$ cat src/dlc_pkg.sv
// Package with offsets, command codes, counts and types of the layout command decoder
package dlc_pkg;

  // Width of the register index and of the parameter counter
  localparam int IDX_W = 5;
  localparam int CNT_W = 4;
  localparam int REG_NUM = 32;

  // Register offsets of the stored settings
  localparam logic [4:0] REG_SYS_BASE = 5'h00;
  localparam logic [4:0] REG_CHAR_HEIGHT = 5'h02;
  localparam logic [4:0] REG_BYTES_PER_LINE = 5'h03;
  localparam logic [4:0] REG_TOTAL_LINE_SPAN = 5'h04;
  localparam logic [4:0] REG_LINES_PER_FRAME = 5'h05;
  localparam logic [4:0] REG_VWIDTH_LOW = 5'h06;
  localparam logic [4:0] REG_VWIDTH_HIGH = 5'h07;
  localparam logic [4:0] REG_BLK1_START_LOW = 5'h0B;
  localparam logic [4:0] REG_BLK1_START_HIGH = 5'h0C;
  localparam logic [4:0] REG_BLK1_LINES = 5'h0D;
  localparam logic [4:0] REG_BLK2_START_LOW = 5'h0E;
  localparam logic [4:0] REG_BLK2_START_HIGH = 5'h0F;
  localparam logic [4:0] REG_BLK2_LINES = 5'h10;
  localparam logic [4:0] REG_BLK3_START_LOW = 5'h11;
  localparam logic [4:0] REG_BLK3_START_HIGH = 5'h12;
  localparam logic [4:0] REG_BLK4_START_LOW = 5'h13;
  localparam logic [4:0] REG_BLK4_START_HIGH = 5'h14;
  localparam logic [4:0] REG_LAYER_COMBINE = 5'h18;
  localparam logic [4:0] REG_PIXEL_SHIFT = 5'h1B;

  // Command codes handled here
  localparam logic [7:0] CMD_SYSTEM_SET = 8'h40;
  localparam logic [7:0] CMD_SCROLL = 8'h44;
  localparam logic [7:0] CMD_FINE_HSCROLL = 8'h5A;
  localparam logic [7:0] CMD_OVERLAY = 8'h5B;

  // Parameter counts per command
  localparam logic [3:0] SYS_PARAMS = 4'h8;
  localparam logic [3:0] SCROLL_PARAMS = 4'hA;
  localparam logic [3:0] SINGLE_PARAM = 4'h1;

  // Field masks for narrow registers
  localparam logic [7:0] MASK_FULL = 8'hFF;
  localparam logic [7:0] MASK_CHAR_HEIGHT = 8'h0F;
  localparam logic [7:0] MASK_PIXEL_SHIFT = 8'h07;
  localparam logic [7:0] MASK_LAYER = 8'h0F;

  // Values after reset
  localparam logic [7:0] REG_RESET = 8'h00;
  localparam logic [7:0] CMD_RESET = 8'h00;
  localparam logic [3:0] CNT_RESET = 4'h0;
  localparam logic SYNC_IDLE = 1'b1;

  // Decoder states
  typedef enum logic [1:0] {
    ST_IDLE = 2'b01,
    ST_PARAM = 2'b10
  } dlc_state_type;

  // First register written by a command
  function automatic logic [4:0] cmdBase(input logic [7:0] cmd);
    case (cmd)
      CMD_SYSTEM_SET: cmdBase = REG_SYS_BASE;
      CMD_SCROLL: cmdBase = REG_BLK1_START_LOW;
      CMD_FINE_HSCROLL: cmdBase = REG_PIXEL_SHIFT;
      CMD_OVERLAY: cmdBase = REG_LAYER_COMBINE;
      default: cmdBase = REG_SYS_BASE;
    endcase
  endfunction

  // Number of parameters a command takes, zero when unknown
  function automatic logic [3:0] cmdCount(input logic [7:0] cmd);
    case (cmd)
      CMD_SYSTEM_SET: cmdCount = SYS_PARAMS;
      CMD_SCROLL: cmdCount = SCROLL_PARAMS;
      CMD_FINE_HSCROLL: cmdCount = SINGLE_PARAM;
      CMD_OVERLAY: cmdCount = SINGLE_PARAM;
      default: cmdCount = CNT_RESET;
    endcase
  endfunction

  // Bits that a register keeps
  function automatic logic [7:0] regMask(input logic [4:0] idx);
    case (idx)
      REG_CHAR_HEIGHT: regMask = MASK_CHAR_HEIGHT;
      REG_PIXEL_SHIFT: regMask = MASK_PIXEL_SHIFT;
      REG_LAYER_COMBINE: regMask = MASK_LAYER;
      default: regMask = MASK_FULL;
    endcase
  endfunction

endpackage

$ cat src/dlc_pin_sync.sv
// Two-stage synchroniser for host pins
`timescale 1ns/1ps
module dlc_pin_sync #(
  parameter int WIDTH = 10,
  parameter logic [WIDTH-1:0] IDLE = '0
) (
  input wire logic clk, // System clock
  input wire logic sys_rst, // Asynchronous reset, active high
  input wire logic [WIDTH-1:0] pinIn, // Raw pin levels
  output logic [WIDTH-1:0] pinOut // Synchronised levels
);

  logic [WIDTH-1:0] stage1_r; // First stage, read only by second

  // Two flip-flops per pin
  always_ff @(posedge clk or posedge sys_rst)
  begin
    if (sys_rst)
    begin
      stage1_r <= IDLE;
      pinOut <= IDLE;
    end
    else
    begin
      stage1_r <= pinIn;
      pinOut <= stage1_r;
    end
  end

endmodule

$ cat src/dlc_param_router.sv
// Maps command and parameter position to a register index
`timescale 1ns/1ps
module dlc_param_router (
  input wire logic [7:0] activeCmd, // Latest command code
  input wire logic [3:0] paramIdx, // Position of next parameter
  output logic [4:0] regIdx, // Target register index
  output logic regHit, // Parameter lands in a stored register
  output logic cmdKnown, // Command takes parameters here
  output logic lastParam // This parameter is the last one
);
  import dlc_pkg::*;

  logic [3:0] paramTotal; // Parameters of this command
  logic sysHead; // First two setup bytes, not held here

  assign paramTotal = cmdCount(activeCmd);
  assign cmdKnown = (paramTotal != CNT_RESET);
  // Parameters go to consecutive registers in order
  assign regIdx = cmdBase(activeCmd) + {1'b0, paramIdx};
  assign sysHead = (activeCmd == CMD_SYSTEM_SET) && (regIdx < REG_CHAR_HEIGHT);
  assign regHit = cmdKnown && (paramIdx < paramTotal) && !sysHead;
  assign lastParam = (paramIdx == paramTotal - SINGLE_PARAM);

endmodule

$ cat src/dlc_decoder.sv
// Command and parameter decoder holding display layout settings
// Summary of operation
// - Setup parameter 3 sets char height, bits 3-0
// - Setup parameter 4 sets bytes per line
// - Setup parameter 5 sets total line span
// - Setup parameter 6 sets lines per frame
// - Setup parameters 7, 8 form virtual width
// - Scroll parameters 1, 2 give block 1 start
// - Scroll parameter 3 gives block 1 lines
// - Scroll parameters 4, 5 give block 2 start
// - Scroll parameter 6 gives block 2 lines
// - Scroll parameters 7, 8 give block 3 start
// - Scroll parameters 9, 10 give block 4 start
// - Fine scroll parameter sets pixel shift bits 2-0
// - Overlay bits 1-0 choose layer combining
// - Overlay bit 2 selects block 1 mode
// - Overlay bit 3 selects block 3 mode
// - Count fields hold the count minus one
`timescale 1ns/1ps
module dlc_decoder (
  input wire logic clk, // System clock, 100 MHz
  input wire logic sys_rst, // Asynchronous reset, active high
  input wire logic hostWrN, // Host write strobe pin, active low
  input wire logic commandParameterSelect, // High for command, low for parameter
  input wire logic [7:0] hostData, // Host data pins
  output logic [3:0] charHeightField, // Character height minus one
  output logic [7:0] bytesPerLine, // Bytes per line minus one
  output logic [7:0] totalLineSpanField, // Total addresses per line
  output logic [7:0] linesPerFrame, // Lines per frame minus one
  output logic [15:0] virtualWidthField, // Virtual screen width
  output logic [15:0] block1Start, // First block start address
  output logic [7:0] block1LineCount, // First block line count
  output logic [15:0] block2Start, // Second block start address
  output logic [7:0] block2LineCount, // Second block line count
  output logic [15:0] block3Start, // Third block start address
  output logic [15:0] block4Start, // Fourth block start address
  output logic [1:0] layerCombineMethod, // Layer combining method
  output logic block1TextSelect, // First block graphics when high
  output logic block3TextSelect, // Third block graphics when high
  output logic [2:0] pixelShift, // Fine horizontal shift
  output logic [7:0] activeCmd, // Latest command code
  output logic [3:0] paramCount, // Parameters taken since command
  output logic paramBusy // Decoder expects more parameters
);
  import dlc_pkg::*;

  localparam int SYNC_W = 10;
  localparam logic [SYNC_W-1:0] SYNC_RESET = {SYNC_IDLE, 9'h000};

  logic [SYNC_W-1:0] syncBus; // Synchronised pins
  logic wrNSync; // Synchronised strobe
  logic selSync; // Synchronised select
  logic [7:0] dataSync; // Synchronised data
  logic wrNPrev_r; // Strobe one cycle earlier
  logic wrDone; // Strobe just released
  logic cmdPulse; // Command byte taken
  logic parPulse; // Parameter byte taken
  logic [7:0] regFile [0:REG_NUM-1]; // Settings store
  logic [7:0] activeCmd_r; // Latest command
  logic [7:0] activeCmd_nxt; // Next command
  logic [3:0] paramIdx_r; // Parameter position
  logic [3:0] paramIdx_nxt; // Next position
  dlc_state_type state_r; // Decoder state
  dlc_state_type state_nxt; // Next state
  logic [4:0] regIdx; // Target register
  logic regHit; // Target is stored
  logic cmdKnown; // Command known here
  logic lastParam; // Last parameter of command
  logic cmdKnownNew; // Incoming command is known
  logic regWrite; // Store a parameter now
  logic [7:0] regWrData; // Masked parameter

  // Host pins cross into the system clock
  dlc_pin_sync #(
    .WIDTH(SYNC_W),
    .IDLE(SYNC_RESET)
  ) u_dlc_pin_sync (
    .clk(clk),
    .sys_rst(sys_rst),
    .pinIn({hostWrN, commandParameterSelect, hostData}),
    .pinOut(syncBus)
  );

  assign wrNSync = syncBus[9];
  assign selSync = syncBus[8];
  assign dataSync = syncBus[7:0];

  // Previous strobe level for edge detection
  always_ff @(posedge clk or posedge sys_rst)
  begin
    if (sys_rst)
      wrNPrev_r <= SYNC_IDLE;
    else
      wrNPrev_r <= wrNSync;
  end

  // A write is taken when the strobe rises again
  assign wrDone = wrNSync && !wrNPrev_r;
  assign cmdPulse = wrDone && selSync;
  assign parPulse = wrDone && !selSync;

  // Parameter position to register mapping
  dlc_param_router u_dlc_param_router (
    .activeCmd(activeCmd_r),
    .paramIdx(paramIdx_r),
    .regIdx(regIdx),
    .regHit(regHit),
    .cmdKnown(cmdKnown),
    .lastParam(lastParam)
  );

  assign cmdKnownNew = (cmdCount(dataSync) != CNT_RESET);
  assign regWrite = parPulse && (state_r == ST_PARAM) && regHit;
  // narrow fields keep only their bits
  assign regWrData = dataSync & regMask(regIdx);

  // Next state, command and parameter position
  always_comb
  begin
    state_nxt = state_r;
    activeCmd_nxt = activeCmd_r;
    paramIdx_nxt = paramIdx_r;
    case (state_r)
      ST_IDLE:
      begin
        // Only a command leaves idle
        if (cmdPulse)
        begin
          activeCmd_nxt = dataSync;
          paramIdx_nxt = CNT_RESET;
          state_nxt = cmdKnownNew ? ST_PARAM : ST_IDLE;
        end
      end
      ST_PARAM:
      begin
        if (cmdPulse)
        begin
          activeCmd_nxt = dataSync;
          paramIdx_nxt = CNT_RESET;
          state_nxt = cmdKnownNew ? ST_PARAM : ST_IDLE;
        end
        else if (parPulse)
        begin
          paramIdx_nxt = paramIdx_r + SINGLE_PARAM;
          state_nxt = lastParam ? ST_IDLE : ST_PARAM;
        end
      end
      default:
      begin
        state_nxt = ST_IDLE;
      end
    endcase
  end

  // Decoder state registers
  always_ff @(posedge clk or posedge sys_rst)
  begin
    if (sys_rst)
    begin
      state_r <= ST_IDLE;
      activeCmd_r <= CMD_RESET;
      paramIdx_r <= CNT_RESET;
    end
    else
    begin
      state_r <= state_nxt;
      activeCmd_r <= activeCmd_nxt;
      paramIdx_r <= paramIdx_nxt;
    end
  end

  // Settings store, one parameter per write
  always_ff @(posedge clk or posedge sys_rst)
  begin
    if (sys_rst)
    begin
      for (int i = 0; i < REG_NUM; i++)
        regFile[i] <= REG_RESET;
    end
    else if (regWrite)
      regFile[regIdx] <= regWrData;
  end

  assign charHeightField = regFile[REG_CHAR_HEIGHT][3:0];
  // counts kept as written, minus one
  // bytes per line, count minus one
  assign bytesPerLine = regFile[REG_BYTES_PER_LINE];
  assign totalLineSpanField = regFile[REG_TOTAL_LINE_SPAN];
  // lines per frame, count minus one
  assign linesPerFrame = regFile[REG_LINES_PER_FRAME];
  assign virtualWidthField = {regFile[REG_VWIDTH_HIGH], regFile[REG_VWIDTH_LOW]};
  assign block1Start = {regFile[REG_BLK1_START_HIGH], regFile[REG_BLK1_START_LOW]};
  assign block1LineCount = regFile[REG_BLK1_LINES];
  assign block2Start = {regFile[REG_BLK2_START_HIGH], regFile[REG_BLK2_START_LOW]};
  assign block2LineCount = regFile[REG_BLK2_LINES];
  assign block3Start = {regFile[REG_BLK3_START_HIGH], regFile[REG_BLK3_START_LOW]};
  assign block4Start = {regFile[REG_BLK4_START_HIGH], regFile[REG_BLK4_START_LOW]};
  assign layerCombineMethod = regFile[REG_LAYER_COMBINE][1:0];
  assign block1TextSelect = regFile[REG_LAYER_COMBINE][2];
  assign block3TextSelect = regFile[REG_LAYER_COMBINE][3];
  assign pixelShift = regFile[REG_PIXEL_SHIFT][2:0];

  // Decoder status
  assign activeCmd = activeCmd_r;
  assign paramCount = paramIdx_r;
  assign paramBusy = (state_r == ST_PARAM);

  // Checks on the stored settings
  logic parSys; // Setup parameter taken
  logic parScroll; // Scroll parameter taken
  logic parSingle; // First parameter of any command taken
  assign parSys = parPulse && paramBusy && (activeCmd_r == CMD_SYSTEM_SET);
  assign parScroll = parPulse && paramBusy && (activeCmd_r == CMD_SCROLL);
  assign parSingle = parPulse && paramBusy && (paramIdx_r == CNT_RESET);

  char_height_a:
    assert property (@(posedge clk) disable iff (sys_rst)
      parSys && (paramIdx_r == 4'h2) |=> charHeightField == $past(dataSync[3:0]))
    else $error("character height not stored");

  bytes_line_a:
    assert property (@(posedge clk) disable iff (sys_rst)
      parSys && (paramIdx_r == 4'h3) |=> bytesPerLine == $past(dataSync))
    else $error("bytes per line not stored");

  line_span_a:
    assert property (@(posedge clk) disable iff (sys_rst)
      parSys && (paramIdx_r == 4'h4) |=> totalLineSpanField == $past(dataSync))
    else $error("line span not stored");

  frame_lines_a:
    assert property (@(posedge clk) disable iff (sys_rst)
      parSys && (paramIdx_r == 4'h5) |=> linesPerFrame == $past(dataSync))
    else $error("lines per frame not stored");

  virtual_width_a:
    assert property (@(posedge clk) disable iff (sys_rst)
      parSys && (paramIdx_r == 4'h7) |=> virtualWidthField[15:8] == $past(dataSync))
    else $error("virtual width high byte not stored");

  block1_start_a:
    assert property (@(posedge clk) disable iff (sys_rst)
      parScroll && (paramIdx_r == 4'h0) |=> block1Start[7:0] == $past(dataSync))
    else $error("block 1 start low byte not stored");

  block1_lines_a:
    assert property (@(posedge clk) disable iff (sys_rst)
      parScroll && (paramIdx_r == 4'h2) |=> block1LineCount == $past(dataSync))
    else $error("block 1 line count not stored");

  block2_start_a:
    assert property (@(posedge clk) disable iff (sys_rst)
      parScroll && (paramIdx_r == 4'h4) |=> block2Start[15:8] == $past(dataSync))
    else $error("block 2 start high byte not stored");

  block2_lines_a:
    assert property (@(posedge clk) disable iff (sys_rst)
      parScroll && (paramIdx_r == 4'h5) |=> block2LineCount == $past(dataSync))
    else $error("block 2 line count not stored");

  block3_start_a:
    assert property (@(posedge clk) disable iff (sys_rst)
      parScroll && (paramIdx_r == 4'h6) |=> block3Start[7:0] == $past(dataSync))
    else $error("block 3 start low byte not stored");

  block4_start_a:
    assert property (@(posedge clk) disable iff (sys_rst)
      parScroll && (paramIdx_r == 4'h9) |=> block4Start[15:8] == $past(dataSync)
        ##1 !paramBusy)
    else $error("block 4 start high byte not stored");

  pixel_shift_a:
    assert property (@(posedge clk) disable iff (sys_rst)
      parSingle && (activeCmd_r == CMD_FINE_HSCROLL)
        |=> pixelShift == $past(dataSync[2:0]) && !paramBusy)
    else $error("pixel shift not stored");

  overlay_mode_a:
    assert property (@(posedge clk) disable iff (sys_rst)
      parSingle && (activeCmd_r == CMD_OVERLAY)
        |=> {block3TextSelect, block1TextSelect, layerCombineMethod}
          == $past(dataSync[3:0]))
    else $error("overlay setting not stored");

  cmd_restart_a:
    assert property (@(posedge clk) disable iff (sys_rst)
      cmdPulse |=> activeCmd == $past(dataSync) && paramCount == CNT_RESET)
    else $error("command does not restart routing");

  idle_hold_a:
    assert property (@(posedge clk) disable iff (sys_rst)
      !paramBusy && !cmdPulse |=> $stable(block1Start) && $stable(pixelShift))
    else $error("setting changed with no parameter expected");

  width_low_a:
    assert property (@(posedge clk) disable iff (sys_rst)
      parSys && (paramIdx_r == 4'h6) |=> virtualWidthField[7:0] == $past(dataSync))
    else $error("virtual width low byte not stored");

  block1_high_a:
    assert property (@(posedge clk) disable iff (sys_rst)
      parScroll && (paramIdx_r == 4'h1) |=> block1Start[15:8] == $past(dataSync))
    else $error("block 1 start high byte not stored");

  block2_low_a:
    assert property (@(posedge clk) disable iff (sys_rst)
      parScroll && (paramIdx_r == 4'h3) |=> block2Start[7:0] == $past(dataSync))
    else $error("block 2 start low byte not stored");

  block3_high_a:
    assert property (@(posedge clk) disable iff (sys_rst)
      parScroll && (paramIdx_r == 4'h7) |=> block3Start[15:8] == $past(dataSync))
    else $error("block 3 start high byte not stored");

  block4_low_a:
    assert property (@(posedge clk) disable iff (sys_rst)
      parScroll && (paramIdx_r == 4'h8) |=> block4Start[7:0] == $past(dataSync))
    else $error("block 4 start low byte not stored");

  block1_mode_a:
    assert property (@(posedge clk) disable iff (sys_rst)
      parSingle && (activeCmd_r == CMD_OVERLAY) |=> block1TextSelect == $past(dataSync[2]))
    else $error("block 1 mode bit not stored");

  block3_mode_a:
    assert property (@(posedge clk) disable iff (sys_rst)
      parSingle && (activeCmd_r == CMD_OVERLAY) |=> block3TextSelect == $past(dataSync[3]))
    else $error("block 3 mode bit not stored");

  busy_known_a:
    assert property (@(posedge clk) disable iff (sys_rst)
      paramBusy |-> cmdKnown)
    else $error("parameters expected for an unknown command");

  last_param_a:
    assert property (@(posedge clk) disable iff (sys_rst)
      parPulse && paramBusy && lastParam |=> !paramBusy)
    else $error("still busy after the last parameter");

endmodule

$ cat config.mk
export PLATFORM = sky130hd
export DESIGN_NAME = dlc_decoder
export DESIGN_NICKNAME = d
export VERILOG_FILES = /design/src/dlc_pkg.sv /design/src/dlc_pin_sync.sv /design/src/dlc_param_router.sv /design/src/dlc_decoder.sv
export SDC_FILE = /design/constraint.sdc
export NUM_CORES = 1
export LEC_CHECK = 0
export BUFFER_PORTS_ARGS = -buffer_cell sky130_fd_sc_hd__buf_4
export CORE_MARGIN = 2
export CORE_UTILIZATION = 38
export CTS_CLUSTER_SIZE = 16
export DETAILED_ROUTE_END_ITERATION = 8
export PLACE_DENSITY = 0.68
export SYNTH_ARGS = -nofsm -noshare
export SYNTH_HDL_FRONTEND = slang
export SYNTH_SLANG_ARGS = --single-unit
$ cat constraint.sdc
create_clock -name clk -period 4.8 [get_ports clk]
set_clock_uncertainty 0.15 [all_clocks]
set_input_delay 0.48 -clock clk [delete_from_list [all_inputs] [get_ports clk]]
set_output_delay 0.48 -clock clk [all_outputs]
set_load 0.005 [all_outputs]
==> results of run 1 <==
[power by group through the flow]
stage | combinational [W] | clock [W] | sequential (W)
final | 0.000195 | 0.00127 | 0.00150
after floorplan | 0.000112 | 0 | 0.00150
after CTS | 0.000193 | 0.00130 | 0.00150
after global routing | 0.000216 | 0.00137 | 0.00150
after detailed placement | 0.000186 | 0 | 0.00152
after global placement | 0.000180 | 0 | 0.00152
[routing by layer]
layer  track usage [%]  wire [um]  vias up
met4              6.41        206        0
met1              24.5       7270     2270
li1                  -          -     1964
met3              4.81       1010       12
met2              31.9       8530      123
met5                 0          0        -
[critical path: cells and delay by family (launching register included)]
kind / cells / cell delay [ns]
buffers and inverters: 4 / 0.53
flip-flops: 1 / 0.40
AO/OA/AOI/OAI: 1 / 0.21
multiplexers: 1 / 0.39
XOR/XNOR: 1 / 0.31
adder cells (fa/ha/maj): 3 / 0.89
AND/OR/NAND/NOR: 4 / 1.50
[final timing paths]
kind | endpoint | cells after the start
setup / recovery | virtualWidthField[4] | 14
min in group clk | u_dlc_pin_sync.pinOut[1] | 0
setup reg to reg | virtualWidthField[4] | 14
max in group asynchronous | block1Start[2] | 3
hold reg to reg | u_dlc_pin_sync.pinOut[1] | 0
hold / removal | block3Start[14] | 3
[stage by stage]
| step | instance area, um^2 | utilization, % |
|---|---|---|
| floorplan | 6710 | - |
| finish | 8970 | 51.8 |
| CTS | 8800 | 50.9 |
| global placement | 8170 | 47.2 |
| global route | 8970 | 51.8 |
| detailed placement | 8170 | 47.2 |
[cell families (layout without fill, tap and decap cells)]
group	Yosys count	in the layout	synth area share [%]
AO/OA/AOI/OAI	29	29	2.87
XOR/XNOR	6	6	1.18
adder cells (fa/ha/maj)	12	12	2.35
buffers and inverters	28	226	1.75
flip-flops	166	166	62.0
multiplexers	139	139	23.3
AND/OR/NAND/NOR	62	62	6.51
[cells in the final DEF, fill, tap and decap left out, types with 6 or more instances in the layout]
master         Yosys  routed
dfrtp_1          162     162
o21ai_0            8       8
nor3_2             9       6
ha_1              11      11
clkbuf_16          0      17
nand3_1            7       6
nand2_1           10      10
dlygate4sd3_1      0      10
nor2_1             6       6
nor3_4             5       8
inv_1             11       9
buf_4              0     169
mux2_2           136     136
[timing repair]
item                                    in CTS  in global routing
gates resized for setup                      0                  9
setup buffers                                0                  9
endpoints found under the hold margin        9                  1
hold buffers                                 9                  1
endpoints found under the setup margin       0                 80
[registers in the layout (all words and copies together), names as in the netlist, 8 cells and up]
name                     cells
totalLineSpanField           8
u_dlc_pin_sync.stage1_r     10
bytesPerLine                 8
block3Start                 16
block4Start                 16
u_dlc_pin_sync.pinOut       10
linesPerFrame                8
block2Start                 16
virtualWidthField           16
block2LineCount              8
block1LineCount              8
block1Start                 16
activeCmd                    8
[area by class of cell]
cell class              count  area (um^2)  area share [%]
clock buffers              18          429            4.79
flip-flops and latches    166         4160            46.4
clock inverters            14          115            1.28
well taps                 225          282            3.14
repair buffers            183         1450            16.2
inverters                  11         45.0           0.502
multi-input cells         248         2490            27.7
==> results.toml, run 1 <==
[setup_path]
end_kind = "flop"
cp-start-kind = "flop"
criticalPathCategory = "reg -> reg"
cp.required_ns = 4.96
worst_path_max_delay_cell = "or4b_1"
r2r_setup_slack_ns = 0.31
max_stage_delay_ns = 0.56
arrival_ns = 4.65
worstPathCellList = "or3b_1 > or4b_1 > ha_1 > inv_1 > and2_1 > ha_1 > inv_1 > fa_1 > inv_2 > a31oi_2 > xor2_4 > buf_4 > nor3_4 > mux2_2"
cp_max_fo = 11
crit_start = "activeCmd[5]"
r2r-start = "activeCmd[5]"

[placement]
place_congestion = 0.813
place_ws_ns = 0.0739
place_inst = 814
port_buffers = 155
place_hpwl_mm = 11.7

[logic_synthesis]
syn_nets = 466
ys_types = 45
synth_area_um2 = 6710
synth.yosys.seq_area_share_pct = 62.0
synthCells = 442
synth_edf_count = 0
ys_seq_elements = 166
yosysMostFrequentCell = "dfrtp_1"
synth_top_area_share_pct = 60.4
synthArstFlopShare_pct = 100
synth_area_per_cell_um2 = 15.2
post_synth_most_frequent_cells = "dfrtp_1 (162), mux2_2 (136), clkbuf_1 (11), ha_1 (11), inv_1 (11)"
ys.flop_type = "dfrtp_1"
synth_top_cell_by_area = "dfrtp_1"
synth_warnings = 0
synth.area.top_cells = "dfrtp_1 (60%), mux2_2 (23%), ha_1 (2.1%)"

[grt]
grt_use_total_pct = 19.2
grt_remaining_overflow = 0
grt_pass1_wl_mm = 26.6
grt_max_degree = 167
antenna_found_initial = 0
grt_pass1_vias = 4608

[clock_network]
cts-buffers-inserted = 17
clockBufferDepth = 2
numClockSinks = 166
clk_latency_ns = 0.42
clk_pin_slew_worst_paths_ns = 0.07
cts_tree = "built"
htreeDepth = 4
cts_root_buffer = "clkbuf_16"

[die]
die-area_um2 = 18700
num_rows = 48
die_x_um = 137
coreArea_um2 = 17300
die_h_um = 137
io_pins = 156
start_util_pct = 38.8

[timing]
finalCriticalPeriod_ns = 4.49
slew_headroom_pct = 15.2
clock.fmax_ghz = 0.223
maxSlewViolCount = 0
fin_ws_ns = 0.307
hold_viol = 0
whs_ns = 0.168
setup_tns_ns = 0
fin_crit_sh_pct = 93.6
finalSetupViolCount = 0
worstMarginPinSlew_ns = 1.27
rsz0062_at_grt = "no"

[final_layout]
fillers = 1495
synthToLayoutAreaGrowth_pct = 33.7
drive_gt1_share_pct = 57.3
n_antenna_cell = 0
nNetsFinal = 651
stdcell_count = 865

[drt]
drc = 0
wl_per_cell_um = 19.7
ant_nets = 0
via_count = 4369
vias_per_cell = 5.05
totalWireLength_mm = 17.0
firstDrtPassIters = 4
drt_iter0_drc = 177

[power]
switching_share_pct = 25.3
intPower_w = 0.00221
vdd_drop_max_mv = 0.219
power_w = 0.00296
leakagePower_nw = 4.59
p_seq_share_pct = 50.5
p_comb_share_pct = 6.6
cellPowerDensity_nw_per_um2 = 330
p_switching_w = 0.000749
clkPwrFrac_pct = 42.9

[hold_path]
hp-class = "in -> async"

[status]
status = "complete, no violations"

[job]
cap_violations = 0
No activity file was read; power rests on OpenSTA's default activity.
==> run 2, diff against run 1 <==
Settings changed: SYNTH_HIERARCHICAL from default to 1.
==> run 2 against run 1 <==
Compared with the run above: first-iteration DRC count grew 79%; fmax shrank 0.57%; sequential power is essentially flat; global-route usage grew 0.57 points; clock-buffer cell count is the same; critical path depth shrank 2; critical path type unchanged; largest power group is now the clock network.
==> results.toml, run 2 <==
[final_layout]
n_antenna_cell = 0
synthToLayoutAreaGrowth_pct = 32.3
final_common_cell = "dfrtp_1"
drive_gt1_share_pct = 55.0
nNetsFinal = 635
final_cell_mix = "dfrtp_1 (162), buf_4 (158), mux2_2 (138)"

[power]
leakagePower_nw = 4.65
vdd_drop_max_mv = 0.251
cellPowerDensity_nw_per_um2 = 366

[timing]
hold_viol = 0
setup_tns_ns = 0
fin_crit_sh_pct = 94.1
finalSetupViolCount = 0
rsz0062_at_grt = "no"
worstMarginPinSlew_ns = 1.01
finalCriticalPeriod_ns = 4.52
whs_ns = 0.0186
clock.fmax_ghz = 0.221
slew_headroom_pct = 32.4
maxSlewViolCount = 0

[setup_path]
criticalPathCategory = "reg -> reg"
max_stage_delay_ns = 0.61
r2r_setup_slack_ns = 0.28
worstPathCellList = "nor4_4 > nand3_1 > a21oi_1 > ha_1 > fa_1 > xor2_1 > or4_1 > o31a_1 > nand4b_4 > nor4_4 > nand3_1 > mux2_2"
worst_path_max_delay_cell = "xor2_1"
arrival_ns = 4.68
end_kind = "flop"
cp_max_fo = 8
critPathTopFamily = "simple AND/OR/NAND/NOR gates"
cp.depth = 12
r2r_cells = 12
cp-start-kind = "flop"
crit_buf_inv = 0
cp.required_ns = 4.96

[drt]
via_count = 4341
drt_iter0_drc = 316
vias_per_cell = 5.11
wl_per_cell_um = 20.5
firstDrtPassIters = 4
ant_nets = 0
drc = 0
totalWireLength_mm = 17.4

[die]
io_pins = 156
start_util_pct = 38.8
die-area_um2 = 18700
coreArea_um2 = 17200
die_x_um = 137
die_h_um = 137
num_rows = 48

[grt]
grt_pass1_vias = 4612
antenna_found_initial = 0
grt_use_total_pct = 19.7
grt_pass1_wl_mm = 27.2
grt_max_degree = 114
grt_remaining_overflow = 0

[clock_network]
clk_latency_ns = 0.43
htreeDepth = 4
cts-buffers-inserted = 17
cts_tree = "built"
numClockSinks = 166
clk_pin_slew_worst_paths_ns = 0.06
cts_resized = 0
cts_root_buffer = "clkbuf_16"
clockBufferDepth = 2

[job]
cap_violations = 0

[logic_synthesis]
synthCells = 443
synth_warnings = 6
syn_nets = 466
synth_area_um2 = 6690
synth_area_per_cell_um2 = 15.1

[status]
status = "complete, no violations"

[placement]
place_hpwl_mm = 11.8
place_congestion = 0.841
port_buffers = 155

[hold_path]
hold_path_depth = 1
hp-class = "in -> reg"
-- run 2: changes by cell type in the layout (fill, tap and decap cells not counted), moves of 3 or more --
| cell | change |
|---|---|
| buf_4 | -11 |
| nand2_1 | +9 |
| nor3_4 | -8 |
| nor3_2 | -6 |
| bufinv_16 | +5 |
| buf_12 | -4 |
| clkinvlp_4 | -4 |
| nand4_1 | -4 |
| nor4_4 | +3 |
-- run 2: timing repair --
action | in CTS | in global routing
hold endpoints to repair | 8 | 1
hold buffers | 8 | 1
setup buffers | 0 | 0
-- run 2: stage by stage --
stage	cells	setup slack, ns	cell area, um^2	total power, W	utilization [%]
floorplan	443	0.250	6690	0.00162	-
global placement	809	0.583	8090	0.00171	46.9
detailed placement	809	0.385	8090	0.00172	46.9
CTS	849	0.373	8840	0.00328	51.3
global route	850	0.0371	8850	0.00337	51.4
finish	850	0.281	8850	0.00324	51.4
-- run 2: final cells by class --
class / count / area, um^2
clock buffer: 18 / 439
clock inverter: 14 / 233
fill: 1460 / 8380
inverter: 8 / 35.0
multi-input combinational: 252 / 2430
sequential: 166 / 4160
tap: 225 / 282
timing repair buffer: 167 / 1280
-- run 2: report_power, final --
part,leakage [nW],switching (W),total (W),internal [W]
combinational,2.07,0.0000926,0.000184,0.0000911
clock,0.326,0.000596,0.00155,0.000954
sequential,2.25,0.0000731,0.00151,0.00144
total,4.65,0.000762,0.00324,0.00248
-- run 2: routing by layer --
layer  share of wire (%)  vias up  global-route usage, %
met5                   0        -                      0
met4                 1.6        0                   6.19
met3                 5.3       17                   5.19
met2                  53      136                   33.6
met1                  40     2256                   24.6
li1                    -     1932                      -
-- run 2: path summary, 6_finish.rpt --
path | from | end
max | activeCmd[1] | block4Start[2]
min reg2reg | u_dlc_pin_sync/stage1_r[1] | u_dlc_pin_sync/pinOut[1]
min in group asynchronous | sys_rst | u_dlc_pin_sync/stage1_r[5]
min | hostData[1] | u_dlc_pin_sync/stage1_r[1]
max reg2reg | activeCmd[1] | block4Start[2]
max in group asynchronous | sys_rst | state_r[0]
